**src/verilog/uart_ctl_cfg.svh**
```systemverilog
// Constants for the serial line control block
`ifndef UART_CTL_CFG_SVH
`define UART_CTL_CFG_SVH
`define UC_OFS_FIFO 5'h00
`define UC_OFS_FMT 5'h04
`define UC_OFS_MODEM 5'h08
`define UC_OFS_EFC 5'h0C
`define UC_OFS_STAT 5'h10
`define UC_RST_REG 8'h00
`define UC_FC_EN 0
`define UC_FC_RXCLR 1
`define UC_FC_TXCLR 2
`define UC_FC_MODE 3
`define UC_FC_TXT 5:4
`define UC_FC_RXT 7:6
`define UC_LF_LEN 1:0
`define UC_LF_STB 2
`define UC_LF_PEN 3
`define UC_LF_PAR 5:4
`define UC_LF_BRK 6
`define UC_LF_DAS 7
`define UC_MC_DTR 0
`define UC_MC_RTS 1
`define UC_MC_OUT1 2
`define UC_MC_OUT2 3
`define UC_MC_LOOP 4
`define UC_MC_OSRC 5
`define UC_MC_IR 6
`define UC_MC_PRE 7
`define UC_MC_ENH_MASK 8'hE0
`define UC_FC_ENH_MASK 8'h30
`define UC_EF_ENH 4
`define UC_EF_RTSFC 6
`define UC_TXT_00 6'h10
`define UC_TXT_01 6'h08
`define UC_TXT_10 6'h18
`define UC_TXT_11 6'h1E
`define UC_TXT_EMPTY 6'h01
`define UC_RXT_00 6'h08
`define UC_RXT_01 6'h10
`define UC_RXT_10 6'h18
`define UC_RXT_11 6'h1C
`define UC_LEN_BASE 4'h5
`define UC_PRE_LAST 2'h3
`define UC_IR_PULSE 4'h3
`define UC_IR_BIT 4'hF
`define UC_FIFO_DEPTH 32
`endif

```
**src/verilog/uart_ctl_pkg.sv**
```systemverilog
// Types shared by the serial line control block
package uart_ctl_pkg;
   typedef enum logic [1:0] {
      PAR_ODD = 2'b00,
      PAR_EVEN = 2'b01,
      PAR_MARK = 2'b10,
      PAR_SPACE = 2'b11
   } parity_t;
   typedef struct packed {
      logic [3:0] data_bits;
      logic one_half_stop;
      logic two_stop;
      logic par_en;
      parity_t par;
      logic brk;
   } char_format_t;
   typedef struct packed {
      logic cts;
      logic dsr;
      logic ri;
      logic cd;
   } modem_lines_t;
endpackage

```
**src/verilog/uart_ctl.sv**
```systemverilog
// FIFO, character format and modem line control with Wishbone registers
`timescale 1ns/1ps
`include "uart_ctl_cfg.svh"
`default_nettype none
module uart_ctl #(
   parameter int DEPTH = `UC_FIFO_DEPTH,
   parameter int CW = $clog2(DEPTH + 1)
) (
   // Clock, reset, enable
   input wire logic clk_i,
   input wire logic rst_i,
   input wire logic ce_i,
   // Wishbone slave
   input wire logic cyc_i,
   input wire logic stb_i,
   input wire logic we_i,
   input wire logic [4:0] adr_i,
   input wire logic [3:0] sel_i,
   input wire logic [31:0] dat_i,
   output logic [31:0] dat_o,
   output logic ack_o,
   // Transceiver core side
   input wire logic rx_push_i,
   input wire logic rx_pop_i,
   input wire logic tx_push_i,
   input wire logic tx_pop_i,
   input wire logic ser_tx_i,
   input wire logic baud16_tick_i,
   input wire logic irq_src_i,
   output logic [CW-1:0] rx_count_o,
   output logic [CW-1:0] tx_count_o,
   output logic fifo_en_o,
   output logic rx_trig_hit_o,
   output logic tx_below_trig_o,
   output logic ser_rx_o,
   output uart_ctl_pkg::char_format_t fmt_o,
   output uart_ctl_pkg::modem_lines_t modem_st_o,
   output logic divisor_access_o,
   output logic baud_clk_en_o,
   // Pins
   input wire logic rx_pin_i,
   input wire logic cts_n_i,
   input wire logic dsr_n_i,
   input wire logic ri_n_i,
   input wire logic cd_n_i,
   input wire logic pc_mode_i,
   output logic tx_pin_o,
   output logic dtr_n_o,
   output logic rts_n_o,
   output logic user_output_one_n_o,
   output logic user_output_two_n_o,
   output logic rx_ready_pin_n_o,
   output logic tx_ready_pin_n_o,
   output logic irq_o,
   output logic irq_oe_n_o
);
   logic [7:0] fifo_ctl_ff;
   logic [7:0] fmt_ctl_ff;
   logic [7:0] modem_ctl_ff;
   logic [7:0] efc_ff;
   logic rx_clr_ff;
   logic tx_clr_ff;
   logic [5:0] pin_s1_ff;
   logic [5:0] pin_s2_ff;
   logic [CW-1:0] cnt_ff [2];
   logic [1:0] push;
   logic [1:0] pop;
   logic [1:0] clr;
   logic [CW-1:0] cap;
   logic enh;
   logic [7:0] fc_eff;
   logic [7:0] mc_eff;
   logic [5:0] rx_trig;
   logic [5:0] tx_trig;
   logic acc;
   logic wr;
   logic [31:0] nxt_dat;
   logic rx_rdy_n_ff;
   logic [1:0] pre_ff;
   logic tx_prev_ff;
   logic [3:0] enc_ff;
   logic [3:0] dec_ff;
   logic tx_data;
   logic rx_sync;
   logic ir_rx;

   // Trigger decoding, shared by receive and transmit thresholds
   function automatic logic [5:0] trig_level(input logic [1:0] code,
         input logic is_tx);
      logic [5:0] lvl;
      lvl = `UC_RXT_00;
      unique case (code)
         2'h0: lvl = is_tx ? `UC_TXT_00 : `UC_RXT_00;
         2'h1: lvl = is_tx ? `UC_TXT_01 : `UC_RXT_01;
         2'h2: lvl = is_tx ? `UC_TXT_10 : `UC_RXT_10;
         2'h3: lvl = is_tx ? `UC_TXT_11 : `UC_RXT_11;
      endcase
      return lvl;
   endfunction

   // Effective control after enhanced gating
   assign enh = efc_ff[`UC_EF_ENH];
   assign fc_eff = enh ? fifo_ctl_ff : (fifo_ctl_ff & ~`UC_FC_ENH_MASK);
   assign mc_eff = enh ? modem_ctl_ff : (modem_ctl_ff & ~`UC_MC_ENH_MASK);
   assign rx_trig = trig_level(fc_eff[`UC_FC_RXT], 1'b0);
   // Without enhanced mode the transmit event means empty
   assign tx_trig = enh ? trig_level(fc_eff[`UC_FC_TXT], 1'b1) :
      `UC_TXT_EMPTY;
   assign cap = fc_eff[`UC_FC_EN] ? CW'(DEPTH) : CW'(1);
   // Bus decode
   assign acc = cyc_i && stb_i && !ack_o;
   assign wr = acc && we_i && sel_i[0];
   // Pin synchronisers
   always_ff @(posedge clk_i) begin
      if (rst_i) begin
         pin_s1_ff <= 6'h3F;
         pin_s2_ff <= 6'h3F;
      end else if (ce_i) begin
         pin_s1_ff <= {pc_mode_i, rx_pin_i, cts_n_i, dsr_n_i, ri_n_i, cd_n_i};
         pin_s2_ff <= pin_s1_ff;
      end
   end
   // Wishbone acknowledge, one cycle after the request
   always_ff @(posedge clk_i) begin
      if (rst_i) begin
         ack_o <= 1'b0;
      end else if (ce_i) begin
         ack_o <= acc;
      end
   end
   // Read data mux
   always_comb begin
      nxt_dat = 32'h0000_0000;
      unique case (adr_i)
         `UC_OFS_FIFO: nxt_dat[7:0] = fifo_ctl_ff;
         `UC_OFS_FMT: nxt_dat[7:0] = fmt_ctl_ff;
         `UC_OFS_MODEM: nxt_dat[7:0] = modem_ctl_ff;
         `UC_OFS_EFC: nxt_dat[7:0] = fmt_ctl_ff[`UC_LF_DAS] ? efc_ff : 8'h00;
         `UC_OFS_STAT: begin
            nxt_dat[CW-1:0] = cnt_ff[0];
            nxt_dat[8+CW-1:8] = cnt_ff[1];
            nxt_dat[16] = rx_ready_pin_n_o;
            nxt_dat[17] = tx_ready_pin_n_o;
         end
         default: nxt_dat = 32'h0000_0000;
      endcase
   end

   always_ff @(posedge clk_i) begin
      if (rst_i) begin
         dat_o <= 32'h0000_0000;
      end else if (ce_i && acc) begin
         dat_o <= we_i ? 32'h0000_0000 : nxt_dat;
      end
   end
   // FIFO control register; clear bits are pulses, never stored
   always_ff @(posedge clk_i) begin
      if (rst_i) begin
         fifo_ctl_ff <= `UC_RST_REG;
         rx_clr_ff <= 1'b0;
         tx_clr_ff <= 1'b0;
      end else if (ce_i) begin
         rx_clr_ff <= 1'b0;
         tx_clr_ff <= 1'b0;
         if (wr && adr_i == `UC_OFS_FIFO) begin
            fifo_ctl_ff[`UC_FC_EN] <= dat_i[`UC_FC_EN];
            fifo_ctl_ff[`UC_FC_MODE] <= dat_i[`UC_FC_MODE];
            fifo_ctl_ff[`UC_FC_RXT] <= dat_i[`UC_FC_RXT];
            if (enh) begin
               fifo_ctl_ff[`UC_FC_TXT] <= dat_i[`UC_FC_TXT];
            end
            rx_clr_ff <= dat_i[`UC_FC_RXCLR] ||
               (dat_i[`UC_FC_EN] != fifo_ctl_ff[`UC_FC_EN]);
            tx_clr_ff <= dat_i[`UC_FC_TXCLR] ||
               (dat_i[`UC_FC_EN] != fifo_ctl_ff[`UC_FC_EN]);
         end
      end
   end
   // Line format register
   always_ff @(posedge clk_i) begin
      if (rst_i) begin
         fmt_ctl_ff <= `UC_RST_REG;
      end else if (ce_i && wr && adr_i == `UC_OFS_FMT) begin
         fmt_ctl_ff <= dat_i[7:0];
      end
   end
   // Enhanced feature register, reachable only with divisor access set
   always_ff @(posedge clk_i) begin
      if (rst_i) begin
         efc_ff <= `UC_RST_REG;
      end else if (ce_i && wr && adr_i == `UC_OFS_EFC &&
            fmt_ctl_ff[`UC_LF_DAS]) begin
         efc_ff <= dat_i[7:0];
      end
   end
   // Modem control register; flow control owns the request bit
   always_ff @(posedge clk_i) begin
      if (rst_i) begin
         modem_ctl_ff <= `UC_RST_REG;
      end else if (ce_i) begin
         if (wr && adr_i == `UC_OFS_MODEM) begin
            modem_ctl_ff[4:0] <= dat_i[4:0];
            if (enh) begin
               modem_ctl_ff[7:5] <= dat_i[7:5];
            end
         end
         if (enh && efc_ff[`UC_EF_RTSFC]) begin
            modem_ctl_ff[`UC_MC_RTS] <= !(cnt_ff[0] >= CW'(rx_trig));
         end
      end
   end

   // Occupancy counters: index 0 receive, index 1 transmit
   assign push = {tx_push_i, rx_push_i};
   assign pop = {tx_pop_i, rx_pop_i};
   assign clr = {tx_clr_ff, rx_clr_ff};
   generate
      for (genvar i = 0; i < 2; i++) begin : g_cnt
         always_ff @(posedge clk_i) begin
            if (rst_i) begin
               cnt_ff[i] <= '0;
            end else if (ce_i) begin
               if (clr[i]) begin
                  cnt_ff[i] <= '0;
               end else begin
                  unique case ({push[i] && cnt_ff[i] < cap,
                        pop[i] && cnt_ff[i] != '0})
                     2'b10: cnt_ff[i] <= cnt_ff[i] + CW'(1);
                     2'b01: cnt_ff[i] <= cnt_ff[i] - CW'(1);
                     default: cnt_ff[i] <= cnt_ff[i];
                  endcase
               end
            end
         end
      end
   endgenerate
   // Count and threshold outputs
   always_ff @(posedge clk_i) begin
      if (rst_i) begin
         rx_count_o <= '0;
         tx_count_o <= '0;
         rx_trig_hit_o <= 1'b0;
         tx_below_trig_o <= 1'b1;
         fifo_en_o <= 1'b0;
      end else if (ce_i) begin
         rx_count_o <= cnt_ff[0];
         tx_count_o <= cnt_ff[1];
         rx_trig_hit_o <= cnt_ff[0] >= CW'(rx_trig);
         tx_below_trig_o <= cnt_ff[1] < CW'(tx_trig);
         fifo_en_o <= fc_eff[`UC_FC_EN];
      end
   end

   // Ready pins, active low
   always_ff @(posedge clk_i) begin
      if (rst_i) begin
         tx_ready_pin_n_o <= 1'b0;
         rx_rdy_n_ff <= 1'b1;
      end else if (ce_i) begin
         if (fc_eff[`UC_FC_EN] && fc_eff[`UC_FC_MODE]) begin
            tx_ready_pin_n_o <= cnt_ff[1] == cap;
            if (cnt_ff[0] == '0) begin
               rx_rdy_n_ff <= 1'b1;
            end else if (cnt_ff[0] >= CW'(rx_trig)) begin
               rx_rdy_n_ff <= 1'b0;
            end
         end else begin
            tx_ready_pin_n_o <= cnt_ff[1] != '0;
            rx_rdy_n_ff <= cnt_ff[0] == '0;
         end
      end
   end
   assign rx_ready_pin_n_o = rx_rdy_n_ff;
   // Character format to the transceiver core
   always_ff @(posedge clk_i) begin
      if (rst_i) begin
         fmt_o <= '0;
         divisor_access_o <= 1'b0;
      end else if (ce_i) begin
         fmt_o.data_bits <= `UC_LEN_BASE + {2'h0, fmt_ctl_ff[`UC_LF_LEN]};
         fmt_o.one_half_stop <= fmt_ctl_ff[`UC_LF_STB] &&
            fmt_ctl_ff[`UC_LF_LEN] == 2'h0;
         fmt_o.two_stop <= fmt_ctl_ff[`UC_LF_STB] &&
            fmt_ctl_ff[`UC_LF_LEN] != 2'h0;
         fmt_o.par_en <= fmt_ctl_ff[`UC_LF_PEN];
         fmt_o.par <= uart_ctl_pkg::parity_t'(fmt_ctl_ff[`UC_LF_PAR]);
         fmt_o.brk <= fmt_ctl_ff[`UC_LF_BRK];
         divisor_access_o <= fmt_ctl_ff[`UC_LF_DAS];
      end
   end
   // Clock prescaler ahead of the baud generator
   always_ff @(posedge clk_i) begin
      if (rst_i) begin
         pre_ff <= 2'h0;
         baud_clk_en_o <= 1'b0;
      end else if (ce_i) begin
         pre_ff <= pre_ff + 2'h1;
         baud_clk_en_o <= !mc_eff[`UC_MC_PRE] || pre_ff == `UC_PRE_LAST;
      end
   end

   // Infrared encoder: short high pulse at the start of each zero bit
   assign tx_data = ser_tx_i && !fmt_ctl_ff[`UC_LF_BRK];
   always_ff @(posedge clk_i) begin
      if (rst_i) begin
         enc_ff <= 4'h0;
         tx_prev_ff <= 1'b1;
      end else if (ce_i) begin
         tx_prev_ff <= tx_data;
         if (tx_data || tx_prev_ff) begin
            enc_ff <= 4'h0;
         end else if (baud16_tick_i) begin
            enc_ff <= enc_ff + 4'h1;
         end
      end
   end

   // Infrared decoder: a pulse stretches to one zero bit
   always_ff @(posedge clk_i) begin
      if (rst_i) begin
         dec_ff <= 4'h0;
      end else if (ce_i) begin
         if (pin_s2_ff[4]) begin
            dec_ff <= `UC_IR_BIT;
         end else if (baud16_tick_i && dec_ff != 4'h0) begin
            dec_ff <= dec_ff - 4'h1;
         end
      end
   end
   assign ir_rx = !pin_s2_ff[4] && dec_ff == 4'h0;
   assign rx_sync = mc_eff[`UC_MC_IR] ? ir_rx : pin_s2_ff[4];

   // Serial pins and loop-back routing
   always_ff @(posedge clk_i) begin
      if (rst_i) begin
         tx_pin_o <= 1'b1;
         ser_rx_o <= 1'b1;
      end else if (ce_i) begin
         if (modem_ctl_ff[`UC_MC_LOOP]) begin
            tx_pin_o <= 1'b1;
            ser_rx_o <= tx_data;
         end else begin
            ser_rx_o <= rx_sync;
            if (mc_eff[`UC_MC_IR]) begin
               tx_pin_o <= !tx_data && !tx_prev_ff &&
                  enc_ff < `UC_IR_PULSE;
            end else begin
               tx_pin_o <= tx_data;
            end
         end
      end
   end

   // Modem outputs and the modem line state seen by the core
   always_ff @(posedge clk_i) begin
      if (rst_i) begin
         dtr_n_o <= 1'b1;
         rts_n_o <= 1'b1;
         user_output_one_n_o <= 1'b1;
         user_output_two_n_o <= 1'b1;
         modem_st_o <= '0;
      end else if (ce_i) begin
         if (modem_ctl_ff[`UC_MC_LOOP]) begin
            dtr_n_o <= 1'b1;
            rts_n_o <= 1'b1;
            user_output_one_n_o <= 1'b1;
            user_output_two_n_o <= 1'b1;
            modem_st_o.cts <= modem_ctl_ff[`UC_MC_RTS];
            modem_st_o.dsr <= modem_ctl_ff[`UC_MC_DTR];
            modem_st_o.ri <= modem_ctl_ff[`UC_MC_OUT1];
            modem_st_o.cd <= modem_ctl_ff[`UC_MC_OUT2];
         end else begin
            dtr_n_o <= !modem_ctl_ff[`UC_MC_DTR];
            rts_n_o <= !modem_ctl_ff[`UC_MC_RTS];
            user_output_one_n_o <= !modem_ctl_ff[`UC_MC_OUT1];
            user_output_two_n_o <= !modem_ctl_ff[`UC_MC_OUT2];
            modem_st_o <= ~pin_s2_ff[3:0];
         end
      end
   end

   // Interrupt pin drive; enable is low while driving
   always_ff @(posedge clk_i) begin
      if (rst_i) begin
         irq_o <= 1'b0;
         irq_oe_n_o <= 1'b1;
      end else if (ce_i) begin
         irq_o <= irq_src_i;
         if (pin_s2_ff[5] && !modem_ctl_ff[`UC_MC_OUT2]) begin
            irq_oe_n_o <= 1'b1;
         end else if (mc_eff[`UC_MC_OSRC]) begin
            irq_oe_n_o <= !irq_src_i;
         end else begin
            irq_oe_n_o <= 1'b0;
         end
      end
   end
endmodule
`default_nettype wire

```
**config.mk**
```make
export PLATFORM = sky130hd
export DESIGN_NAME = uart_ctl
export DESIGN_NICKNAME = d
export VERILOG_FILES = /design/src/verilog/uart_ctl_pkg.sv /design/src/verilog/uart_ctl.sv
export VERILOG_INCLUDE_DIRS = /design/src /design/src/verilog
export SDC_FILE = /design/constraint.sdc
export NUM_CORES = 1
export LEC_CHECK = 0
export ABC_AREA = 1
export BUFFER_PORTS_ARGS = -buffer_cell sky130_fd_sc_hd__buf_2
export CAP_MARGIN = 40
export CORE_MARGIN = 2
export CORE_UTILIZATION = 55
export CTS_CLUSTER_DIAMETER = 120
export DETAILED_ROUTE_END_ITERATION = 10
export GPL_TIMING_DRIVEN = 0
export PLACE_DENSITY_LB_ADDON = 0.08
export SLEW_MARGIN = 20
export SYNTH_ARGS = -nofsm -noshare
export SYNTH_HDL_FRONTEND = slang
export SYNTH_SLANG_ARGS = --single-unit
```
**constraint.sdc**
```tcl
create_clock -name clk_i -period 4.5 [get_ports clk_i]
set_clock_uncertainty 0.05 [all_clocks]
set_input_delay 0.45 -clock clk_i [delete_from_list [all_inputs] [get_ports clk_i]]
set_output_delay 0.45 -clock clk_i [all_outputs]
set_load 0.02 [all_outputs]
```
---- Word level (Yosys, flattened, before mapping) ----
Memories as Yosys holds them, arrays and structs flattened.
Cells that the tools add are included.
operators by class
  equal/unequal tests ..................... 18
  reduce and logical (&&, ||, !) cells .... 64
  muxes and demuxes ....................... 83
  $add $sub $neg .......................... 8
  magnitude comparators ................... 5
  bitwise gates (word level) .............. 9
operators by type and width
  cell                                               number
  two-way mux 6 bit                                  12
  two-way mux 1 bit                                  57
  one-hot mux 6 bit (4 select lines)                 2
  one-hot mux 6 bit (5 select lines)                 1
  logical AND 1 bit                                  25
  two-way mux 4 bit                                  5
  less-than comparator 6 bit                         3
  two-way mux 18 bit                                 1
  two-way mux 8 bit                                  2
  == test 2 bit (second input constant)              7
  adder 6 x 1 -> 6 bit (second input constant)       2
  logical NOT 1 bit                                  12
  AND reduction 2 bit                                6
  nonzero test 6 bit                                 2
  subtractor 6 x 1 -> 6 bit (second input constant)  2
  == test 5 x 4 -> 1 bit (second input constant)     2
  == test 2 x 1 -> 1 bit (second input constant)     4
  bitwise OR 1 bit                                   8
  one-hot mux 2 bit (4 select lines)                 1
  nonzero test 2 bit                                 4
  == test 6 bit                                      1
  greater-or-equal comparator 6 bit                  1
  logical NOT 2 bit                                  3
  logical NOT 6 bit                                  1
  17 further kinds                                   23
storage, ports and cells
  memory bits (writable) .................. 12
  register bits after elaboration ......... 129
  memories ................................ 1
  output and inout port bits .............. 74
memories
  name    words  width  rd ports  clocked after Yosys merged registers in  write ports  RTL line        text
  cnt_ff  2      6      2         0                                        2            uart_ctl.sv:65  logic [CW-1:0] cnt_ff [2];

---- Longest topological paths before layout ----
Gate-level depths: netlist (run 1).
  depth in word-level cells ............... 13
  gate-level depth with buffers ........... 14
  gate-level depth less buffers ........... 14

---- Worst setup path after synthesis (run 1) ----
No wires, ideal clock.
  path type ............................... register to register
  start ................................... memory cnt_ff[1][2] in the netlist's numbering
  end ..................................... memory cnt_ff[1][3] in the netlist's numbering, data pin
  data required time ...................... 4.187 ns
  arrival ................................. 1.839 ns
  setup slack ............................. 2.348 ns
  buffers on the path ..................... 1
  stages on the path, launching flop included .. 13
  period minus slack after synthesis ...... 2.152 ns
  path through ............................ edfxtp_1 -> clkbuf_1 -> nor3_1 -> a31oi_1 -> nor3_1 -> inv_1 -> ha_1 -> inv_1 -> nor3_1 -> inv_1 -> a21oi_1 -> o21ai_0 -> o21ai_0
RTL lines
  item                RTL line
  start: declaration  uart_ctl.sv:65

==> results of run 1 <==
-- logic make-up (layout without fill, tap and decap cells) --
kind of cell               count (synthesis)  count (layout)  synth area share, %
AOI/OAI and AO/OA                        182             182                 15.7
xor gates and xnor gates                  16              16                 2.31
adders and majority gates                 23              23                 4.74
buffers and inverters                    129             248                 9.32
DFF                                      125             125                 43.2
other                                      1              16               0.0618
and+or+nand+nor                          337             337                 24.6
-- per-layer routing --
| metal | vias up | global-route usage, % | share of wire [%] |
|---|---|---|---|
| met2 | 267 | 52.5 | 47 |
| li1 | 2889 | - | - |
| met3 | 46 | 6.04 | 7.4 |
| met1 | 2794 | 41.8 | 43 |
| met4 | 0 | 14.7 | 2.8 |
| met5 | - | 0 | 0 |
-- final cells by class --
type,count,share of cell area [%]
clock buffers,23,6.16
repair buffers,88,6.07
clock inverters,8,0.966
inverters,78,4.04
well taps,140,2.41
plain buffers,51,3.76
multi-input cells,574,40.4
flip-flops and latches,125,36.2
-- path summary, 6_finish.rpt --
path                                     end  cells after the start
worst max-delay path            cnt_ff[0][2]                     14
worst min-delay path            pin_s1_ff[4]                      3
worst max register to register  cnt_ff[0][2]                     14
worst min register to register      dat_o[1]                      2
-- synthesized netlist by cell type (3+ instances only) --
| library cell | number |
|---|---|
| a21oi_1 | 79 |
| a31oi_1 | 3 |
| buf_2 | 5 |
| buf_4 | 16 |
| clkbuf_1 | 26 |
| dfxtp_1 | 113 |
| edfxtp_1 | 12 |
| ha_1 | 23 |
| inv_1 | 70 |
| inv_2 | 8 |
| nand2_1 | 160 |
| nand2_2 | 4 |
| nand3_1 | 43 |
| nand4_1 | 17 |
| nor2_1 | 85 |
| nor2_2 | 3 |
| nor2_4 | 6 |
| nor3_1 | 11 |
| o21ai_0 | 87 |
| o31ai_1 | 3 |
| xnor2_1 | 4 |
| xor2_1 | 12 |
-- flip-flops by register name, summed over array words and instances, names as in the netlist, 8 cells and up --
name,count
efc_ff,8
cnt_ff,12
fmt_ctl_ff,8
fmt_o,10
modem_ctl_ff,8
dat_o,16
-- stage by stage --
| stage | setup WS, ps | util, % | hold slack [ps] |
|---|---|---|---|
| floorplan | 2350 | - | 379 |
| global placement | 2050 | 62.4 | 392 |
| detailed placement | 1940 | 62.4 | 394 |
| CTS | 1900 | 67.2 | 70.1 |
| global route | 1710 | 67.2 | 85.4 |
| finish | 1770 | 67.2 | 74.4 |
-- critical path, stage by stage (launching register included) --
cell,delay [ps]
edfxtp_1,480
inv_1,120
ha_1,250
inv_1,60
nor2_1,60
nand2_1,80
nor2_1,70
nand2_1,80
nand2_1,60
inv_1,60
ha_1,140
inv_1,70
nor3_1,620
o21ai_0,240
o31ai_1,120
-- where the power goes --
part	switching [uW]	internal, uW	leakage, uW
Combinational	257	127	0.00205
Sequential	47.5	1180	0.00105
Clock	487	738	0.000251
Total	792	2050	0.00335
==> summary.txt, run 1 <==
Setup path
  • Crit path DAT: approximately 3100 ps
  • Reg2Reg Setup Slack: 1770 ps
  • Critical path startpoint category: register
  • Critical Path Source: cnt_ff[0][0]
  • CP required: between 4000 and 5000 ps
  • R2r startpoint: cnt_ff[0][0]
  • Crit path capture type: register
  • Crit-path max FO: 6
  • Critical path class: reg2reg

Yosys
  • Post-Syn Instances: just over 800
  • Synthesis Warnings: 0
  • Post-synth cell types: 40
  • Post-synth EDFFs: 12
  • Fraction of registers with async set/reset: 0%
  • Top FF cell, synth: dfxtp_1
  • Post-Syn Area: 6070 um^2
  • Synthesized area per cell: about 7.5 um^2
  • Synth area leader: dfxtp_1
  • Top cells by area, synth: dfxtp_1 37%, nand2_1 9.9%, o21ai_0 7.2%
  • #FFs+latches synth: 125
  • Share of the synthesized area in the top cell type: between 30% and 40%
  • Register area share after synthesis: a little over two fifths

Power and ir drop
  • Peak supply drop: ~0.29 mV
  • PwrDens: just under 400 nW/um^2
  • Power, Total: approximately 2800 uW
  • Static leakage: roughly 0.0034 uW

STA
  • Finish-stage setup viols: 0
  • Slew @ Worst Pin: between 700 and 800 ps
  • Minimum clock period: 2730 ps
  • Setup TNS: 0 ps
  • Fin crit share: roughly 61%
  • Slew Limit Fails: 0
  • Max-slew headroom: between 40% and 50%
  • Fmax: 366 MHz
  • Final hold vios: 0
  • RSZ-0062 raised after global routing: no

GRT
  • Total track usage: between 30 and 40%
  • Gr ovfl total: 0
  • Vias in the first global route: 5678
  • First-pass GRT wire length: approximately 29000 um
  • Initial antenna violation count: 0
  • Pin count of the biggest net entering global routing: 17

Cells and area
  • Most frequent cells in the layout: 160 x nand2_1, 113 x dfxtp_1, 93 x buf_2, 87 x o21ai_0, 85 x nor2_1
  • Layout cells sized above 1: between 15 and 20%
  • Non-filler instance count after layout: roughly 1100
  • Register Area: 2620 um^2
  • Number of diodes: 0
  • Most common cell after layout, fill and taps aside: nand2_1
  • Fill count: a little under 1000
  • Layout Nets: just over 1000
  • Multi-input gate area: between 2000 and 3000 um^2
  • P&R area growth vs syn: 19.6%
  • Final instance area: roughly 7300 um^2

Floorplan
  • Std-Cell Rows: 38
  • Die area: roughly 12000 um^2
  • Die width: around 110 um
  • Die Ht: 109 um
  • Core ar.: about 11000 um^2
  • Ports: 134
  • Initial Util: a little under three fifths

Clock network
  • CTS buffer count: 17
  • Clk root buf: clkbuf_8
  • CTS tree: yes
  • Post-cts sizing count: 0
  • CTS Sinks: ~130
  • Clock Latency Late Sink: ~540 ps
  • Clk slew on worst S/H paths: 60 ps
  • Hold-fix buffers, CTS: 0
  • Clock Path Buffers: 2
  • # Post-CTS Setup Buffers: 0
  • CTS H-Tree Depth: 4

Hold path
  • HP Start: rx_pin_i
  • Worst hold path type: in2reg

Route
  • Mean routed wirelength per cell: 16.9 um
  • Via count: between 5000 and 6000
  • Antenna violation net count after detailed routing: 0
  • DR vias/cell: about 5.5
  • Drc violations: 0
  • Routed wire length: ~18000 um
  • DR iter-0 viols: between 400 and 500
  • DR pass1 iterations: 5

Status
  • Status: finished clean

Placed design
  • Final GP Congestion: 0.959
  • Placed Cells: between 1000 and 1500
  • Post-DP Area: between 6000 and 7000 um^2
  • Hpwl dp: roughly 14000 um
  • Port bufs: 88

Job
  • Max-cap violations: 0
Note: power is estimated with default switching activity, not from simulation.
==> run 2: changes to the inputs <==
--- a/config.mk
+++ b/config.mk
@@ -10,7 +10,7 @@
 export BUFFER_PORTS_ARGS = -buffer_cell sky130_fd_sc_hd__buf_2
 export CAP_MARGIN = 40
 export CORE_MARGIN = 2
-export CORE_UTILIZATION = 55
+export CORE_UTILIZATION = 49
 export CTS_CLUSTER_DIAMETER = 120
 export DETAILED_ROUTE_END_ITERATION = 10
 export GPL_TIMING_DRIVEN = 0
==> constraint.sdc (replaced) <==
create_clock -name clk_i -period 2.5 [get_ports clk_i]
set_clock_uncertainty 0.05 [all_clocks]
set_input_delay 0.25 -clock clk_i [delete_from_list [all_inputs] [get_ports clk_i]]
set_output_delay 0.25 -clock clk_i [all_outputs]
set_load 0.02 [all_outputs]
==> summary.txt, run 2 (synthesis gave the netlist of run 1 again) <==
Cells and area
  • Final instance area: ~7500 um^2
  • Most common cell after layout, fill and taps aside: nand2_1
  • Largest regs: dat_o (16), cnt_ff (12), fmt_o (10)
  • Max reg flops: 16
  • Number of diodes: 0
  • Most frequent cells in the layout: 159 x nand2_1, 113 x dfxtp_1, 93 x buf_2, 87 x o21ai_0, 83 x nor2_1
  • Top reg by flops: dat_o
  • P&R area growth vs syn: 24.0%
  • Fill count: roughly 1100
  • Layout Nets: between 1000 and 1500
  • Non-filler instance count after layout: around 1100
  • Layout cells sized above 1: between 10% and 20%

Floorplan
  • Die width: around 120 um
  • Initial Util: 50.3%
  • Ports: about 130
  • Die area: about 13000 um^2
  • Core ar.: between 10000 and 15000 um^2
  • Die Ht: about 120 um
  • Std-Cell Rows: 40

STA
  • Fmax: 423 MHz
  • Minimum clock period: roughly 2400 ps
  • Fin crit share: about 95%
  • Slew @ Worst Pin: slightly above 800 ps
  • Final WS setup: 134 ps
  • Setup TNS: 0 ps
  • Slew Limit Fails: 0
  • Finish-stage setup viols: 0
  • Final hold vios: 0
  • Max-slew headroom: about 46%

Clock network
  • CTS tree: yes
  • CTS Sinks: ~130
  • CTS H-Tree Depth: 4
  • Clock Path Buffers: 2
  • Clock Latency Late Sink: between 400 and 500 ps
  • CTS buffer count: 17
  • Clk root buf: clkbuf_16
  • Clk slew on worst S/H paths: roughly 50 ps

Status
  • Status: finished clean

Placed design
  • Post-DP Area: roughly 6800 um^2
  • Final GP Congestion: 0.938
  • Place WS: -16.5 ps
  • Placed Cells: 1084
  • Hpwl dp: 13900 um
  • Port bufs: 88

GRT
  • Pin count of the biggest net entering global routing: 17
  • Gr ovfl total: 0
  • Vias in the first global route: around 5600
  • Initial antenna violation count: 0
  • Total track usage: between 20% and 30%
  • First-pass GRT wire length: 29000 um

Setup path
  • CP required: 2600 ps
  • Crit-path max FO: 6
  • Crit path capture type: register
  • Critical path class: reg2reg
  • Crit path DAT: 2470 ps
  • Worst-case reg-to-reg path depth: 11
  • Critical Path Source: cnt_ff[0][2]
  • R2r startpoint: cnt_ff[0][2]
  • Critical path startpoint category: register

Hold path
  • Hold path depth: 3
  • HP Start: pc_mode_i
  • Worst hold path type: in2reg

Route
  • Antenna violation net count after detailed routing: 0
  • DR iter-0 viols: about 500
  • DR vias/cell: approximately 5.3
  • DR pass1 iterations: 5
  • Via count: slightly below 6000
  • Routed wire length: roughly 19000 um
  • Mean routed wirelength per cell: 16.7 um
  • Drc violations: 0

Job
  • Max-cap violations: 0

Power and ir drop
  • Power, Total: roughly 5500 uW
  • Static leakage: approximately 0.0035 uW
  • Peak supply drop: 0.400 mV
  • PwrDens: ~730 nW/um^2
[run 2: path summary, 6_finish.rpt]
| path | end | slack (ps) |
|---|---|---|
| min reg2reg | dat_o[12] | 410 |
| max | cnt_ff[0][2] | 130 |
| max reg2reg | cnt_ff[0][2] | 130 |
| min | pin_s1_ff[5] | 20 |
[run 2: stage by stage]
| stage | hold WS [ps] | util, % |
|---|---|---|
| after floorplan | 326 | - |
| after global placement | 390 | 56.2 |
| after detailed placement | 400 | 56.2 |
| after CTS | 7.54 | 61.6 |
| after global routing | 20.3 | 62.4 |
| final | 18.5 | 62.4 |
[run 2: critical path, stage by stage, from the launching register on]
cell and delay (ps):
edfxtp_1 500, inv_2 140, nand3_1 130, nor3_2 230, a21boi_0 190, nor3_2 190
inv_1 70, ha_1 170, inv_1 130, nor3_2 100, o21ai_0 90, o31ai_1 90
[run 2: area by class of cell]
class	count	area (um^2)	area share (%)
Sequential cell	125	2620	34.9
Inverter	78	293	3.89
Clock inverter	3	42.5	0.565
Timing Repair Buffer	98	523	6.95
Buffer	50	269	3.58
Tap cell	168	210	2.79
Multi-Input combinational cell	574	2990	39.8
Clock buffer	29	572	7.60
[run 2: timing repair]
item	CTS	global route
endpoints found under the hold margin	3	0
cloned	0	0
hold buffers	3	0
resized for setup	3	12
endpoints found under the setup margin	8	21
buffers inserted	0	7
[run 2: layer usage]
| layer | share of wire, % | track usage (%) | wire length (um) | up-vias |
|---|---|---|---|---|
| li1 | - | - | - | 2917 |
| met1 | 44 | 38.0 | 8270 | 2755 |
| met2 | 47 | 47.3 | 8730 | 257 |
| met3 | 6.7 | 5.75 | 1250 | 32 |
| met4 | 2.7 | 11.6 | 504 | 0 |
| met5 | 0 | 0 | 0 | - |
[run 2: where the power goes]
part	total (uW)	internal [uW]	switching, uW	leakage (uW)
logic	751	266	485	0.00211
registers	2210	2130	82.3	0.00105
clock network	2500	1640	862	0.000301
total	5470	4040	1430	0.00346
==> run 3: changes to the inputs <==
--- a/config.mk
+++ b/config.mk
@@ -9,9 +9,11 @@
 export ABC_AREA = 1
 export BUFFER_PORTS_ARGS = -buffer_cell sky130_fd_sc_hd__buf_2
 export CAP_MARGIN = 40
+export CORE_ASPECT_RATIO = 1.75
 export CORE_MARGIN = 2
 export CORE_UTILIZATION = 49
 export CTS_CLUSTER_DIAMETER = 120
+export CTS_CLUSTER_SIZE = 30
 export DETAILED_ROUTE_END_ITERATION = 10
 export GPL_TIMING_DRIVEN = 0
 export PLACE_DENSITY_LB_ADDON = 0.08
==> constraint.sdc (replaced) <==
create_clock -name clk_i -period 2.5 [get_ports clk_i]
set_clock_uncertainty 0.05 [all_clocks]
set_input_delay 0.25 -clock clk_i [delete_from_list [all_inputs] [get_ports clk_i]]
set_output_delay 0.25 -clock clk_i [all_outputs]
set_load 0.05 [all_outputs]
==> summary.txt, run 3 (synthesis gave the netlist of run 1 again) <==
Status
  • Status: finished clean

Cells and area
  • Multi-input gate area: roughly 3000 um^2
  • Register Area: 2620 um^2
  • Core Util, Final: approximately 63%
  • Largest regs: dat_o (16), cnt_ff (12), fmt_o (10)
  • Layout Nets: approximately 1000
  • Most common cell after layout, fill and taps aside: nand2_1
  • Fill count: roughly 1200
  • Max reg flops: 16
  • Layout cells sized above 1: ~20%
  • Top reg by flops: dat_o
  • Non-filler instance count after layout: about 1100
  • Number of diodes: 0
  • Most frequent cells in the layout: 159 x nand2_1, 113 x dfxtp_1, 93 x buf_2, 87 x o21ai_0, 83 x nor2_1
  • P&R area growth vs syn: 24.8%

STA
  • Slew Limit Fails: 0
  • Setup TNS: 0 ps
  • Final hold vios: 0
  • RSZ-0062 raised after global routing: no
  • Max-slew headroom: about 52%
  • Slew @ Worst Pin: 724 ps
  • Final WS setup: 133 ps
  • Finish-stage setup viols: 0
  • Fin crit share: between 90 and 100%
  • Fmax: roughly 420 MHz
  • Minimum clock period: ~2400 ps

Floorplan
  • Die width: approximately 90 um
  • Initial Util: around 50%
  • Core ar.: around 12000 um^2
  • Ports: roughly 130
  • Die Ht: between 150 and 200 um
  • Std-Cell Rows: 53
  • Die area: ~13000 um^2

Setup path
  • Crit path DAT: ~2500 ps
  • Critical path startpoint category: register
  • Crit path capture type: register
  • Reg2Reg Setup Slack: about 130 ps
  • Critical path class: reg2reg
  • Crit-path max FO: 6
  • CP required: ~2600 ps

Route
  • Drc violations: 0
  • DR pass1 iterations: 5
  • DR vias/cell: between 5 and 6
  • Routed wire length: about 19000 um
  • DR iter-0 viols: about 310
  • Mean routed wirelength per cell: between 15 and 20 um
  • Antenna violation net count after detailed routing: 0
  • Via count: between 5000 and 6000

Hold path
  • Worst hold path type: in2reg

Placed design
  • Placed Cells: between 1000 and 1500
  • Port bufs: 88
  • Hpwl dp: approximately 14000 um
  • Final GP Congestion: about 0.94
  • Place WS: -69.7 ps

GRT
  • Initial antenna violation count: 0
  • First-pass GRT wire length: approximately 30000 um
  • Gr ovfl total: 0
  • Vias in the first global route: ~5800
  • Total track usage: 29.8%
  • Pin count of the biggest net entering global routing: 17

Power and ir drop
  • Power, Total: around 5800 uW
  • PwrDens: ~770 nW/um^2
  • Peak supply drop: 0.690 mV
  • Static leakage: about 0.0035 uW

Clock network
  • Clock Latency Late Sink: between 400 and 500 ps
  • Clk slew on worst S/H paths: roughly 60 ps
  • Clk root buf: clkbuf_16
  • Clock Path Buffers: 2
  • CTS H-Tree Depth: 4
  • CTS buffer count: 17
  • CTS tree: yes
  • CTS Sinks: between 100 and 150

Job
  • Max-cap violations: 0
run 3: changes by cell type in the layout (fill, tap and decap cells not counted), sizes merged:
cell	change
dlygate4sd3	+1
buf	+1
bufinv	+3
clkbuf	-10
inv	+8
run 3: final cells by class:
cell class / instances / share of cell area [%]
clock inverters: 14 / 2.65
clock buffers: 18 / 5.95
flip-flops and latches: 125 / 34.7
inverters: 78 / 3.87
well taps: 165 / 2.73
repair buffers: 100 / 7.14
multi-input cells: 574 / 39.4
plain buffers: 51 / 3.60
run 3: worst paths after layout:
path / start / end / cells past startpoint
max: cnt_ff[1][0] / cnt_ff[1][2] / 11
min: pc_mode_i / pin_s1_ff[5] / 3
max reg2reg: cnt_ff[1][0] / cnt_ff[1][2] / 11
min reg2reg: pin_s1_ff[2] / pin_s1_ff[2] / 2
run 3: per-stage QoR:
| step | cell area (um^2) | hold slack [ps] |
|---|---|---|
| after detailed placement | 6770 | 397 |
| final | 7570 | 19.3 |
| after global placement | 6770 | 392 |
| after floorplan | 6120 | 326 |
| after global routing | 7570 | 33.4 |
| after CTS | 7480 | 12.3 |
run 3: worst max-delay path: stages, from the launching register on:
cell	delay, ps
edfxtp_1	500
inv_1	180
ha_1	220
a31oi_1	240
nor3_2	70
inv_1	60
ha_1	140
inv_1	100
nor3_4	240
inv_1	120
nand3_1	80
o21ai_0	90
run 3: power breakdown:
part	total, uW	internal (uW)	switching [uW]	leakage, uW
Sequential	2210	2130	78.1	0.00105
Clock	2730	1750	979	0.000319
Combinational	877	264	614	0.00212
Total	5810	4140	1670	0.00349
run 3: repair_timing:
action                     4_1_cts  5_1_grt
hold endpoints to repair         4        0
resized for setup                4        9
hold buffers                     4        0
pin swaps                        0        1
setup endpoints to repair       11       22
buffers inserted                 0        8
run 3: routing by layer:
metal | track usage (%) | vias up | share of wire [%]
li1 | - | 2913 | -
met1 | 34.2 | 2761 | 39
met2 | 52.1 | 198 | 51
met3 | 4.52 | 50 | 4.8
met4 | 16.1 | 0 | 4.6
met5 | 0 | - | 0
